### src/pou_consts.svh
// Constants of the process output update block: offsets, fields, reset values, timing
`ifndef POU_CONSTS_SVH
`define POU_CONSTS_SVH

// ****************************************
// Timing
// ****************************************
`define POU_CLK_HZ 20000000
`define POU_TICK_US 10000
`define POU_CONV_STEPS 34

// ****************************************
// Value spans
// ****************************************
`define POU_PCT_FULL 100000
`define POU_DUTY_FULL 10000
`define POU_FREQ_MIN 1
`define POU_FREQ_MAX 1000

// ****************************************
// Register offsets
// ****************************************
`define POU_ADR_AO_STRIDE 8'h10
`define POU_OFS_CFG 8'h00
`define POU_OFS_RANGE 8'h04
`define POU_OFS_CMD 8'h08
`define POU_OFS_CODE 8'h0C
`define POU_ADR_RELAY1 8'h20
`define POU_ADR_RELAY2 8'h24
`define POU_ADR_FREQ 8'h28
`define POU_ADR_DUTY 8'h2C
`define POU_ADR_STATUS 8'h30

// ****************************************
// Fields and reset values
// ****************************************
`define POU_CFG_TYPE_BIT 0
`define POU_CFG_INV_BIT 1
`define POU_RNG_HI_LSB 16
`define POU_ST_OVERRUN_BIT 3
`define POU_ST_BADFREQ_BIT 4
`define POU_RST_AO_CFG 2'h0
`define POU_RST_AO_RNG 32'hFFFF0000
`define POU_RST_FREQ 10'h064
`define POU_CH_IMG_W 34
`define POU_IMG_W 78

`endif

### src/pou_pkg.sv
// Types shared by the process output update block
package pou_pkg;
  typedef enum logic [2:0] {
    POU_ST_WAIT = 3'b001,
    POU_ST_CALC = 3'b010,
    POU_ST_CONV = 3'b100
  } pou_state_e;
  typedef logic [15:0] pou_code_t;
  typedef logic [16:0] pou_pct_t;
endpackage

### src/pou_interp_if.sv
// Link between the sequencer and one range interpolation engine
`timescale 1ns/1ns
interface pou_interp_if;
  import pou_pkg::*;
  logic start;
  pou_pct_t pct;
  pou_code_t lo;
  pou_code_t hi;
  logic inv;
  logic busy;
  logic done;
  pou_code_t code;
  modport ctl (output start, output pct, output lo, output hi, output inv, input busy, input done, input code);
  modport eng (input start, input pct, input lo, input hi, input inv, output busy, output done, output code);
endinterface

### src/pou_interp.sv
// Range interpolation engine: percent to converter code by serial division
`timescale 1ns/1ns
`include "pou_consts.svh"
module pou_interp
  import pou_pkg::*;
(
  input wire logic i_mclk,
  input wire logic i_srst,
  pou_interp_if.eng bus
);
  localparam logic [16:0] PCT_FULL = 17'(`POU_PCT_FULL);
  localparam logic [5:0] STEPS = 6'(`POU_CONV_STEPS);

  pou_pct_t p_eff;
  logic neg;
  pou_code_t mag;
  logic [33:0] num;
  logic [17:0] trial;
  logic fits;
  logic [33:0] quo_nxt;
  logic [17:0] rem_r;
  logic [33:0] quo_r;
  logic [5:0] cnt_r;
  logic busy_r;
  logic done_r;
  logic neg_r;
  pou_code_t lo_r;
  pou_code_t code_r;
  pou_pct_t p_r;

  // Inversion swaps the ends by mirroring the percentage
  assign p_eff = bus.inv ? PCT_FULL - bus.pct : bus.pct;
  assign neg = bus.hi < bus.lo;
  assign mag = neg ? bus.lo - bus.hi : bus.hi - bus.lo;
  // Half divisor added first so the quotient rounds to nearest
  assign num = 34'(mag) * 34'(p_eff) + 34'(`POU_PCT_FULL / 2);
  assign trial = {rem_r[16:0], quo_r[33]};
  assign fits = trial >= 18'(`POU_PCT_FULL);
  assign quo_nxt = {quo_r[32:0], fits};

  always_ff @(posedge i_mclk)
  begin
    if (i_srst)
    begin
      rem_r <= 18'h00000;
      quo_r <= 34'h000000000;
      cnt_r <= 6'h00;
      busy_r <= 1'b0;
      done_r <= 1'b0;
      neg_r <= 1'b0;
      lo_r <= 16'h0000;
      code_r <= 16'h0000;
      p_r <= 17'h00000;
    end
    else if (bus.start)
    begin
      rem_r <= 18'h00000;
      quo_r <= num;
      cnt_r <= STEPS;
      busy_r <= 1'b1;
      done_r <= 1'b0;
      neg_r <= neg;
      lo_r <= bus.lo;
      p_r <= p_eff;
    end
    else if (busy_r)
    begin
      rem_r <= fits ? trial - 18'(`POU_PCT_FULL) : trial;
      quo_r <= quo_nxt;
      cnt_r <= cnt_r - 6'h01;
      busy_r <= cnt_r != 6'h01;
      done_r <= cnt_r == 6'h01;
      if (cnt_r == 6'h01)
        code_r <= neg_r ? lo_r - quo_nxt[15:0] : lo_r + quo_nxt[15:0];
    end
    else
      done_r <= 1'b0;
  end

  assign bus.busy = busy_r;
  assign bus.done = done_r;
  assign bus.code = code_r;
endmodule

### src/pou_output_update.sv
// Periodic output stage: two analogue channels, two relays, one pulse output
`timescale 1ns/1ns
`include "pou_consts.svh"
// Contract
// - Refresh all outputs once per 10 ms tick
// - Type voltage or current picks driven path
// - Upper and lower range anywhere in span
// - 100 percent upper, 0 percent lower
// - Inversion swaps which end means 100 percent
// - Analogue step no coarser than 0.005 percent
// - Channel settings survive power loss
// - Two independent relays refreshed every tick
// - Pulse frequency whole hertz 1 to 1000
// - Duty 0.00 to 100.00 in 0.01 steps
// - Square wave high time follows duty
// - Inputs, equations, loops, then outputs update
// - Analogue and duty commands clamped to span
// - Relay on for positive, off otherwise
module pou_output_update
  import pou_pkg::*;
#(
  parameter int CLK_HZ = `POU_CLK_HZ,
  parameter int TICK_CYCLES = `POU_CLK_HZ / 1000000 * `POU_TICK_US,
  parameter int ACC_W = 25
)
(
  input wire logic i_mclk,
  input wire logic i_srst,
  input wire logic i_wb_cyc,
  input wire logic i_wb_stb,
  input wire logic i_wb_we,
  input wire logic [7:0] i_wb_adr,
  input wire logic [3:0] i_wb_sel,
  input wire logic [31:0] i_wb_dat,
  output logic [31:0] o_wb_dat,
  output logic o_wb_ack,
  output logic o_cycle_start,
  input wire logic i_calc_done,
  input wire logic i_cfg_restore,
  input wire logic [`POU_IMG_W-1:0] i_cfg_image,
  output logic o_cfg_save,
  output logic [`POU_IMG_W-1:0] o_cfg_image,
  output logic [15:0] o_chan1_voltage_pin,
  output logic [15:0] o_chan1_current_pin,
  output logic o_chan1_voltage_en,
  output logic o_chan1_current_en,
  output logic [15:0] o_chan2_voltage_pin,
  output logic [15:0] o_chan2_current_pin,
  output logic o_chan2_voltage_en,
  output logic o_chan2_current_en,
  output logic o_relay_out_one,
  output logic o_relay_out_two,
  output logic o_pulse_output_one
);
  localparam int TICK_W = $clog2(TICK_CYCLES + 1);
  localparam logic [ACC_W-1:0] ACC_TOP = ACC_W'(CLK_HZ);
  localparam logic [ACC_W-1:0] DUTY_STEP = ACC_W'(CLK_HZ / `POU_DUTY_FULL);

  function automatic logic [31:0] wb_merge(input logic [31:0] old, input logic [31:0] nw, input logic [3:0] sel);
    logic [31:0] res;
    res = old;
    for (int b = 0; b < 4; b++)
      if (sel[b])
        res[8*b +: 8] = nw[8*b +: 8];
    return res;
  endfunction

  // Negative and oversize commands pin to the span ends
  function automatic pou_pct_t clamp_pct(input logic [31:0] v);
    if (v[31])
      return 17'h00000;
    else if (v > 32'(`POU_PCT_FULL))
      return 17'(`POU_PCT_FULL);
    else
      return v[16:0];
  endfunction

  // ****************************************
  // Register bus
  // ****************************************
  logic ack_r;
  logic [31:0] rd_r;
  logic [31:0] rd_nxt;
  wire wb_req = i_wb_cyc & i_wb_stb & ~ack_r;
  wire wb_wr = wb_req & i_wb_we;
  wire hit_relay1 = i_wb_adr == `POU_ADR_RELAY1;
  wire hit_relay2 = i_wb_adr == `POU_ADR_RELAY2;
  wire hit_freq = i_wb_adr == `POU_ADR_FREQ;
  wire hit_duty = i_wb_adr == `POU_ADR_DUTY;
  wire hit_status = i_wb_adr == `POU_ADR_STATUS;

  always_ff @(posedge i_mclk)
  begin
    if (i_srst)
      ack_r <= 1'b0;
    else
      ack_r <= wb_req;
  end

  always_ff @(posedge i_mclk)
  begin
    if (i_srst)
      rd_r <= 32'h00000000;
    else if (wb_req)
      rd_r <= rd_nxt;
  end

  assign o_wb_ack = ack_r;
  assign o_wb_dat = rd_r;

  // ****************************************
  // Sequencer
  // ****************************************
  pou_state_e state_r;
  pou_state_e state_nxt;
  logic [TICK_W-1:0] tick_cnt_r;
  wire tick = tick_cnt_r == TICK_W'(TICK_CYCLES - 1);
  logic conv_go;
  logic apply;
  logic [1:0] conv_done;
  logic overrun_r;
  logic badfreq_r;

  always_ff @(posedge i_mclk)
  begin
    if (i_srst || tick)
      tick_cnt_r <= '0;
    else
      tick_cnt_r <= tick_cnt_r + TICK_W'(1);
  end

  // Outputs move 35 cycles after the core reports its cycle finished, or 35 cycles after the next tick if it has not
  assign conv_go = state_r == POU_ST_CALC && (i_calc_done || tick);
  assign apply = state_r == POU_ST_CONV && conv_done == 2'b11;

  always_comb
  begin
    state_nxt = state_r;
    unique case (state_r)
      POU_ST_WAIT: if (tick) state_nxt = POU_ST_CALC;
      POU_ST_CALC: if (conv_go) state_nxt = POU_ST_CONV;
      POU_ST_CONV: if (apply) state_nxt = POU_ST_WAIT;
    endcase
  end

  always_ff @(posedge i_mclk)
  begin
    if (i_srst)
    begin
      state_r <= POU_ST_WAIT;
      o_cycle_start <= 1'b0;
    end
    else
    begin
      state_r <= state_nxt;
      o_cycle_start <= state_r == POU_ST_WAIT && tick;
    end
  end

  // ****************************************
  // Analogue channels
  // ****************************************
  logic [1:0] ao_cfg_r [2];
  logic [31:0] ao_rng_r [2];
  logic [31:0] ao_cmd_r [2];
  pou_code_t ao_code_r [2];
  pou_code_t volt_pin_r [2];
  pou_code_t cur_pin_r [2];
  logic volt_en_r [2];
  logic cur_en_r [2];
  logic [1:0] cfg_wr;
  logic [31:0] ch_rd [2];
  logic [1:0] ch_hit;

  for (genvar g = 0; g < 2; g++)
  begin : g_ch
    localparam logic [7:0] BASE = 8'(`POU_ADR_AO_STRIDE * g);
    localparam int IMG_LSB = `POU_CH_IMG_W * g;
    wire hit_cfg = i_wb_adr == BASE + `POU_OFS_CFG;
    wire hit_rng = i_wb_adr == BASE + `POU_OFS_RANGE;
    wire hit_cmd = i_wb_adr == BASE + `POU_OFS_CMD;
    wire hit_code = i_wb_adr == BASE + `POU_OFS_CODE;
    wire [31:0] cfg_m = wb_merge({30'h00000000, ao_cfg_r[g]}, i_wb_dat, i_wb_sel);
    wire is_cur = ao_cfg_r[g][`POU_CFG_TYPE_BIT];
    pou_interp_if u_if ();

    always_ff @(posedge i_mclk)
    begin
      if (i_srst)
      begin
        ao_cfg_r[g] <= `POU_RST_AO_CFG;
        ao_rng_r[g] <= `POU_RST_AO_RNG;
        ao_cmd_r[g] <= 32'h00000000;
      end
      else if (i_cfg_restore)
      begin
        ao_cfg_r[g] <= i_cfg_image[IMG_LSB +: 2];
        ao_rng_r[g] <= i_cfg_image[IMG_LSB + 2 +: 32];
      end
      else if (wb_wr)
      begin
        if (hit_cfg)
          ao_cfg_r[g] <= cfg_m[1:0];
        if (hit_rng)
          ao_rng_r[g] <= wb_merge(ao_rng_r[g], i_wb_dat, i_wb_sel);
        if (hit_cmd)
          ao_cmd_r[g] <= wb_merge(ao_cmd_r[g], i_wb_dat, i_wb_sel);
      end
    end

    assign u_if.start = conv_go;
    assign u_if.pct = clamp_pct(ao_cmd_r[g]);
    assign u_if.lo = ao_rng_r[g][15:0];
    assign u_if.hi = ao_rng_r[g][`POU_RNG_HI_LSB +: 16];
    assign u_if.inv = ao_cfg_r[g][`POU_CFG_INV_BIT];
    assign conv_done[g] = u_if.done;

    pou_interp u_interp (
      .i_mclk(i_mclk),
      .i_srst(i_srst),
      .bus(u_if.eng)
    );

    // Unselected path is parked at zero and left undriven
    always_ff @(posedge i_mclk)
    begin
      if (i_srst)
      begin
        ao_code_r[g] <= 16'h0000;
        volt_pin_r[g] <= 16'h0000;
        cur_pin_r[g] <= 16'h0000;
        volt_en_r[g] <= 1'b0;
        cur_en_r[g] <= 1'b0;
      end
      else if (apply)
      begin
        ao_code_r[g] <= u_if.code;
        volt_pin_r[g] <= is_cur ? 16'h0000 : u_if.code;
        cur_pin_r[g] <= is_cur ? u_if.code : 16'h0000;
        volt_en_r[g] <= ~is_cur;
        cur_en_r[g] <= is_cur;
      end
    end

    assign cfg_wr[g] = wb_wr & (hit_cfg | hit_rng);
    assign ch_hit[g] = hit_cfg | hit_rng | hit_cmd | hit_code;
    assign ch_rd[g] = hit_cfg ? {30'h00000000, ao_cfg_r[g]} :
                      hit_rng ? ao_rng_r[g] :
                      hit_cmd ? ao_cmd_r[g] :
                      hit_code ? {16'h0000, ao_code_r[g]} : 32'h00000000;
    assign o_cfg_image[IMG_LSB +: `POU_CH_IMG_W] = {ao_rng_r[g], ao_cfg_r[g]};
  end

  assign o_chan1_voltage_pin = volt_pin_r[0];
  assign o_chan1_current_pin = cur_pin_r[0];
  assign o_chan1_voltage_en = volt_en_r[0];
  assign o_chan1_current_en = cur_en_r[0];
  assign o_chan2_voltage_pin = volt_pin_r[1];
  assign o_chan2_current_pin = cur_pin_r[1];
  assign o_chan2_voltage_en = volt_en_r[1];
  assign o_chan2_current_en = cur_en_r[1];

  // ****************************************
  // Relays and pulse channel
  // ****************************************
  logic [31:0] relay_cmd_r [2];
  logic relay_r [2];
  logic [9:0] freq_r;
  logic [9:0] freq_act_r;
  logic [31:0] duty_r;
  logic [13:0] duty_act_r;
  logic [ACC_W-1:0] acc_r;
  logic pulse_r;
  wire [31:0] freq_m = wb_merge({22'h000000, freq_r}, i_wb_dat, i_wb_sel);
  wire freq_ok = freq_m >= 32'(`POU_FREQ_MIN) && freq_m <= 32'(`POU_FREQ_MAX);
  wire freq_bad_wr = wb_wr && hit_freq && !freq_ok;
  wire [9:0] img_freq = i_cfg_image[2*`POU_CH_IMG_W +: 10];
  wire img_freq_ok = img_freq >= 10'(`POU_FREQ_MIN) && img_freq <= 10'(`POU_FREQ_MAX);
  wire [31:0] duty_clamp = duty_r[31] ? 32'h00000000 :
                           duty_r > 32'(`POU_DUTY_FULL) ? 32'(`POU_DUTY_FULL) : duty_r;
  wire [ACC_W-1:0] acc_sum = acc_r + ACC_W'(freq_act_r);
  wire [ACC_W-1:0] acc_nxt = acc_sum >= ACC_TOP ? acc_sum - ACC_TOP : acc_sum;
  wire [ACC_W-1:0] thr = ACC_W'(duty_act_r) * DUTY_STEP;
  wire status_w1c = wb_wr && hit_status;

  always_ff @(posedge i_mclk)
  begin
    if (i_srst)
    begin
      relay_cmd_r[0] <= 32'h00000000;
      relay_cmd_r[1] <= 32'h00000000;
      freq_r <= `POU_RST_FREQ;
      duty_r <= 32'h00000000;
    end
    else if (i_cfg_restore)
    begin
      // A blank or damaged image keeps the last valid frequency
      if (img_freq_ok)
        freq_r <= img_freq;
    end
    else if (wb_wr)
    begin
      if (hit_relay1)
        relay_cmd_r[0] <= wb_merge(relay_cmd_r[0], i_wb_dat, i_wb_sel);
      if (hit_relay2)
        relay_cmd_r[1] <= wb_merge(relay_cmd_r[1], i_wb_dat, i_wb_sel);
      if (hit_freq && freq_ok)
        freq_r <= freq_m[9:0];
      if (hit_duty)
        duty_r <= wb_merge(duty_r, i_wb_dat, i_wb_sel);
    end
  end

  always_ff @(posedge i_mclk)
  begin
    if (i_srst)
    begin
      relay_r[0] <= 1'b0;
      relay_r[1] <= 1'b0;
      freq_act_r <= `POU_RST_FREQ;
      duty_act_r <= 14'h0000;
    end
    else if (apply)
    begin
      // Any positive signed value switches the relay on
      relay_r[0] <= !relay_cmd_r[0][31] && relay_cmd_r[0] != 32'h00000000;
      relay_r[1] <= !relay_cmd_r[1][31] && relay_cmd_r[1] != 32'h00000000;
      freq_act_r <= freq_r;
      duty_act_r <= duty_clamp[13:0];
    end
  end

  // Phase accumulator keeps whole-hertz periods exact with no divider
  always_ff @(posedge i_mclk)
  begin
    if (i_srst)
    begin
      acc_r <= '0;
      pulse_r <= 1'b0;
    end
    else
    begin
      acc_r <= acc_nxt;
      pulse_r <= acc_nxt < thr;
    end
  end

  assign o_relay_out_one = relay_r[0];
  assign o_relay_out_two = relay_r[1];
  assign o_pulse_output_one = pulse_r;

  // ****************************************
  // Status and saved image
  // ****************************************
  always_ff @(posedge i_mclk)
  begin
    if (i_srst)
    begin
      overrun_r <= 1'b0;
      badfreq_r <= 1'b0;
      o_cfg_save <= 1'b0;
    end
    else
    begin
      // A new event wins over a clear in the same cycle
      overrun_r <= (state_r == POU_ST_CALC && tick && !i_calc_done) ||
                   (overrun_r && !(status_w1c && i_wb_sel[0] && i_wb_dat[`POU_ST_OVERRUN_BIT]));
      badfreq_r <= freq_bad_wr ||
                   (badfreq_r && !(status_w1c && i_wb_sel[0] && i_wb_dat[`POU_ST_BADFREQ_BIT]));
      o_cfg_save <= |cfg_wr || (wb_wr && hit_freq && freq_ok);
    end
  end

  assign o_cfg_image[2*`POU_CH_IMG_W +: 10] = freq_r;

  assign rd_nxt = ch_hit[0] ? ch_rd[0] :
                  ch_hit[1] ? ch_rd[1] :
                  hit_relay1 ? relay_cmd_r[0] :
                  hit_relay2 ? relay_cmd_r[1] :
                  hit_freq ? {22'h000000, freq_r} :
                  hit_duty ? duty_r :
                  hit_status ? {24'h000000, state_r, badfreq_r, overrun_r, pulse_r, relay_r[1], relay_r[0]} :
                  32'h00000000;

  logic [TICK_W:0] since_r;
  logic seen_r;
  always_ff @(posedge i_mclk)
  begin
    if (i_srst || tick)
      since_r <= '0;
    else
      since_r <= since_r + (TICK_W + 1)'(1);
    if (i_srst || tick)
      seen_r <= 1'b0;
    else if (apply)
      seen_r <= 1'b1;
  end
endmodule

### config.mk
export PLATFORM = sky130hd
export DESIGN_NAME = pou_output_update
export DESIGN_NICKNAME = d
export VERILOG_FILES = /design/src/pou_pkg.sv /design/src/pou_interp_if.sv /design/src/pou_interp.sv /design/src/pou_output_update.sv
export VERILOG_INCLUDE_DIRS = /design/src
export SDC_FILE = /design/constraint.sdc
export NUM_CORES = 2
export LEC_CHECK = 0
export ABC_AREA = 1
export BUFFER_PORTS_ARGS = -buffer_cell sky130_fd_sc_hd__buf_2
export CORE_ASPECT_RATIO = 0.9
export CORE_MARGIN = 2
export CORE_UTILIZATION = 68
export CTS_CLUSTER_SIZE = 28
export DETAILED_ROUTE_END_ITERATION = 8
export GPL_TIMING_DRIVEN = 0
export PLACE_DENSITY = 0.85
export SLEW_MARGIN = 20
export SYNTH_ARGS = -nofsm -noshare
export SYNTH_HDL_FRONTEND = slang
export SYNTH_SLANG_ARGS = --single-unit
### constraint.sdc
create_clock -name i_mclk -period 12.8 [get_ports i_mclk]
set_input_delay 0.64 -clock i_mclk [delete_from_list [all_inputs] [get_ports i_mclk]]
set_output_delay 0.64 -clock i_mclk [all_outputs]
set_load 0.01 [all_outputs]
==> qor.csv <==
metric;value;unit
Slew headroom;8.84;%
Yosys top cell by area;fa_1;
I/O pin count;313;
CTS tree;done;
Fmax achieved;96.5;MHz
Final nets;8447;
cts hold-fix bufs;0;
DRC;6;
slew at the pin closest to its max-slew limit;1.37;ns
endpoint type of the worst setup path;flip-flop;
RSZ-0062 raised after global routing;no;
Storage cell area;15600;µm²
fraction of synthesized cell area in xor and xnor cells;2.91;%
pre-CTS setup slack;2.94;ns
failing checks;design-rule violations;
Static Leakage;29.3;nW
multiplexer share of the synthesized area;0;%
Worst-path clk slew;0.07;ns
vias in the first global route;50800;
min-delay worst type;in2reg;
area of the multi-input gates;34600;µm²
FP Rows;99;
via count;54200;
RD Place Congestion;1.11;
critical path launch point type;flip-flop;
Slowest Stage Delay on Critical Path;0.62;ns
top cell type's share of synthesized area;17.2;%
Num CTS Buffers;68;
Synth Warn #;0;
crit path max fanout;10;
syn nets;8065;
FILL cells;6221;
Final period util;80.9;%
Initial Util;68.8;%
initial detailed-routing violation count;7907;
Post-Route WL;203000;µm
simple-gate share of the synthesized area;20.0;%
clock sinks;632;
compound-gate portion of the synthesized area;12.7;%
CTS Buffer Depth;3;
initial antenna violation count;6;
register bit total from synthesis;632;
status;finished, violations left;
core region area;81300;µm²
number of H-tree levels;3;
height of the die;276;µm
VDD IR max;0.500;mV
Mapped Area;55900;µm²
register area share after synthesis;28.0;%
Worst Skew;0.0767;ns
Yosys cell types;76;
critical setup path kind;reg2reg;
vias per cell;6.34;
predominant post-synthesis flop cell;dfxtp_1;
die width;306;µm
Synth Area in Adders;26.3;%
setup tns final;0;ns
setup ws final;2.44;ns
Min Hold Slack;0.199;ns
Synth async-reset ratio;0;%
Core Util, Final;75.3;%
reg2reg start;ao_cmd_r[0][31];
fin. max-slew vios;0;
MaxCap Viol Count;0;
Area Growth Syn to Fin;9.47;%
largest net degree at the start of global routing;54;
Synth Instances;7048;
Setup Fix Bufs, Post-CTS;0;
buffers added on ports;310;
Crit path arrival time;10.87;ns
final hold vios;0;
Avg Synthesized Cell Area;7.93;µm²
Hold Crit Start;i_calc_done;
Clock Latency Late Sink;0.68;ns
clock root buffer;clkbuf_16;
first-pass GRT wire length;301000;µm
worst endpoint required time;13.32;ns
most frequent CP cell;inv_1;
DRT Pass-1 Iters;9;
minimum clock period;10.36;ns
post_cts resized;0;
Post-synth EDFFs;298;
Critical Path Start;ao_cmd_r[0][31];
total grt overflow;0;
power per cell area;237;nW/µm²
All-Layer GR Usage;47.5;%
fraction of layout instances using a drive strength above 1;8.62;%
routed length per instance;23.8;µm
hpwl dp;162000;µm
# setup viols final;0;
synth top area cells;fa_1 17%, edfxtp_1 16%, dfxtp_1 12%;
Final ANT Viol Nets;0;
slowest CP cell;nor2_1;
DIE AREA;84500;µm²
largest family of logic cells by synthesized area;adder cells;
==> flip-flops by register name, indices dropped and copies added (netlist names), 3 cells and up <==
name / flops
acc_r: 25
ao_cfg_r: 4
ao_cmd_r: 64
ao_code_r: 32
ao_rng_r: 64
cur_pin_r: 32
duty_act_r: 14
duty_r: 32
freq_act_r: 10
freq_r: 10
g_ch.u_interp.bus.code: 32
g_ch.u_interp.cnt_r: 12
g_ch.u_interp.lo_r: 32
g_ch.u_interp.quo_r: 68
g_ch.u_interp.rem_r: 34
o_wb_dat: 32
relay_cmd_r: 64
state_r: 3
tick_cnt_r: 18
volt_pin_r: 32
==> metal layers <==
metal | part of all wire [%] | wire [µm] | up-vias | global-route usage, %
li1 | - | - | 23600 | -
met1 | 36 | 73600 | 25200 | 63.1
met2 | 40 | 80800 | 4366 | 67.7
met3 | 16 | 32100 | 986 | 14.7
met4 | 8.2 | 16700 | 8 | 30.1
met5 | 0.057 | 115 | - | 0.443
==> report_power, final <==
part / switching [W] / total, W / internal [W] / leakage, nW
registers: 0.000101 / 0.00230 / 0.00220 / 5.74
clock network: 0.000934 / 0.00209 / 0.00116 / 1.11
logic: 0.00664 / 0.0101 / 0.00345 / 22.5
==> cells in the mapped netlist (13+ instances only) <==
cell / n
nand2_1: 1283
inv_1: 1219
nor2_1: 765
fa_1: 481
a21oi_1: 461
o21ai_0: 413
ha_1: 407
dfxtp_1: 334
edfxtp_1: 298
nand3_1: 277
xor2_1: 131
clkbuf_1: 130
nand4_1: 84
nor3_1: 77
buf_2: 57
nand2_2: 57
a221oi_1: 50
xnor2_1: 49
o22ai_1: 46
inv_2: 36
a31oi_1: 35
nor4_1: 33
o211ai_1: 33
a21o_1: 24
o221ai_1: 24
a211oi_1: 22
o21bai_1: 20
nand3_2: 14
o2111ai_1: 13
==> worst paths after layout <==
check	to	slack, ns	cells after the start
worst max-delay path	g_ch[0].u_interp.quo_r[28]	2.44	38
worst min-delay path	overrun_r	0.20	2
worst min register to register	g_ch[1].u_interp.rem_r[3]	0.44	2
worst max register to register	g_ch[0].u_interp.quo_r[28]	2.44	38
==> cell usage in the layout, fill, tap and decap left out, types with 35 or more instances in the layout <==
cell type	synthesis	final
inv_1	1219	1219
inv_2	36	36
nand4_1	84	84
nand2_2	57	57
a31oi_1	35	35
nand3_1	277	277
dfxtp_1	334	334
buf_2	57	367
a221oi_1	50	50
a21oi_1	461	461
nor3_1	77	77
xor2_1	131	130
clkbuf_16	0	68
xnor2_1	49	48
clkbuf_1	130	149
o21ai_0	413	398
nand2_1	1283	1283
edfxtp_1	298	298
fa_1	481	481
ha_1	407	407
nor2_1	765	763
o22ai_1	46	46
==> cells by family (layout without fill, tap and decap cells) <==
family,count (synthesis),in the layout
buffers and inverters,1472,1910
other,0,4
adder cells (fa/ha/maj),888,888
AO/OA/AOI/OAI,1227,1227
XOR/XNOR,183,183
AND/OR/NAND/NOR,2646,2646
flip-flops,632,632
==> critical path, delay by kind of cell (launching register included) <==
family          cells  cell delay, ns
fa+ha+maj           8            3.88
simple gates       12            2.39
flops               1            0.57
compound gates      8            1.82
buf+inv            10            1.52
==> layout make-up <==
type | count | share of cell area [%]
plain buffers | 212 | 1.54
well taps | 1060 | 2.17
inverters | 1260 | 7.73
clock buffers | 97 | 3.09
repair buffers | 312 | 2.63
flip-flops and latches | 632 | 25.6
clock inverters | 29 | 0.712
diodes | 4 | 0.0164
multi-input cells | 4944 | 56.6
==> per-stage QoR <==
step	total power (W)	instances	cell area [µm²]
detailed placement	0.0121	8420	58800
floorplan	0.00921	7048	55900
finish	0.0145	8550	61200
global placement	0.0119	8418	58800
global route	0.0156	8546	61200
CTS	0.0142	8546	61100
No activity file was read; power rests on OpenSTA's default activity.
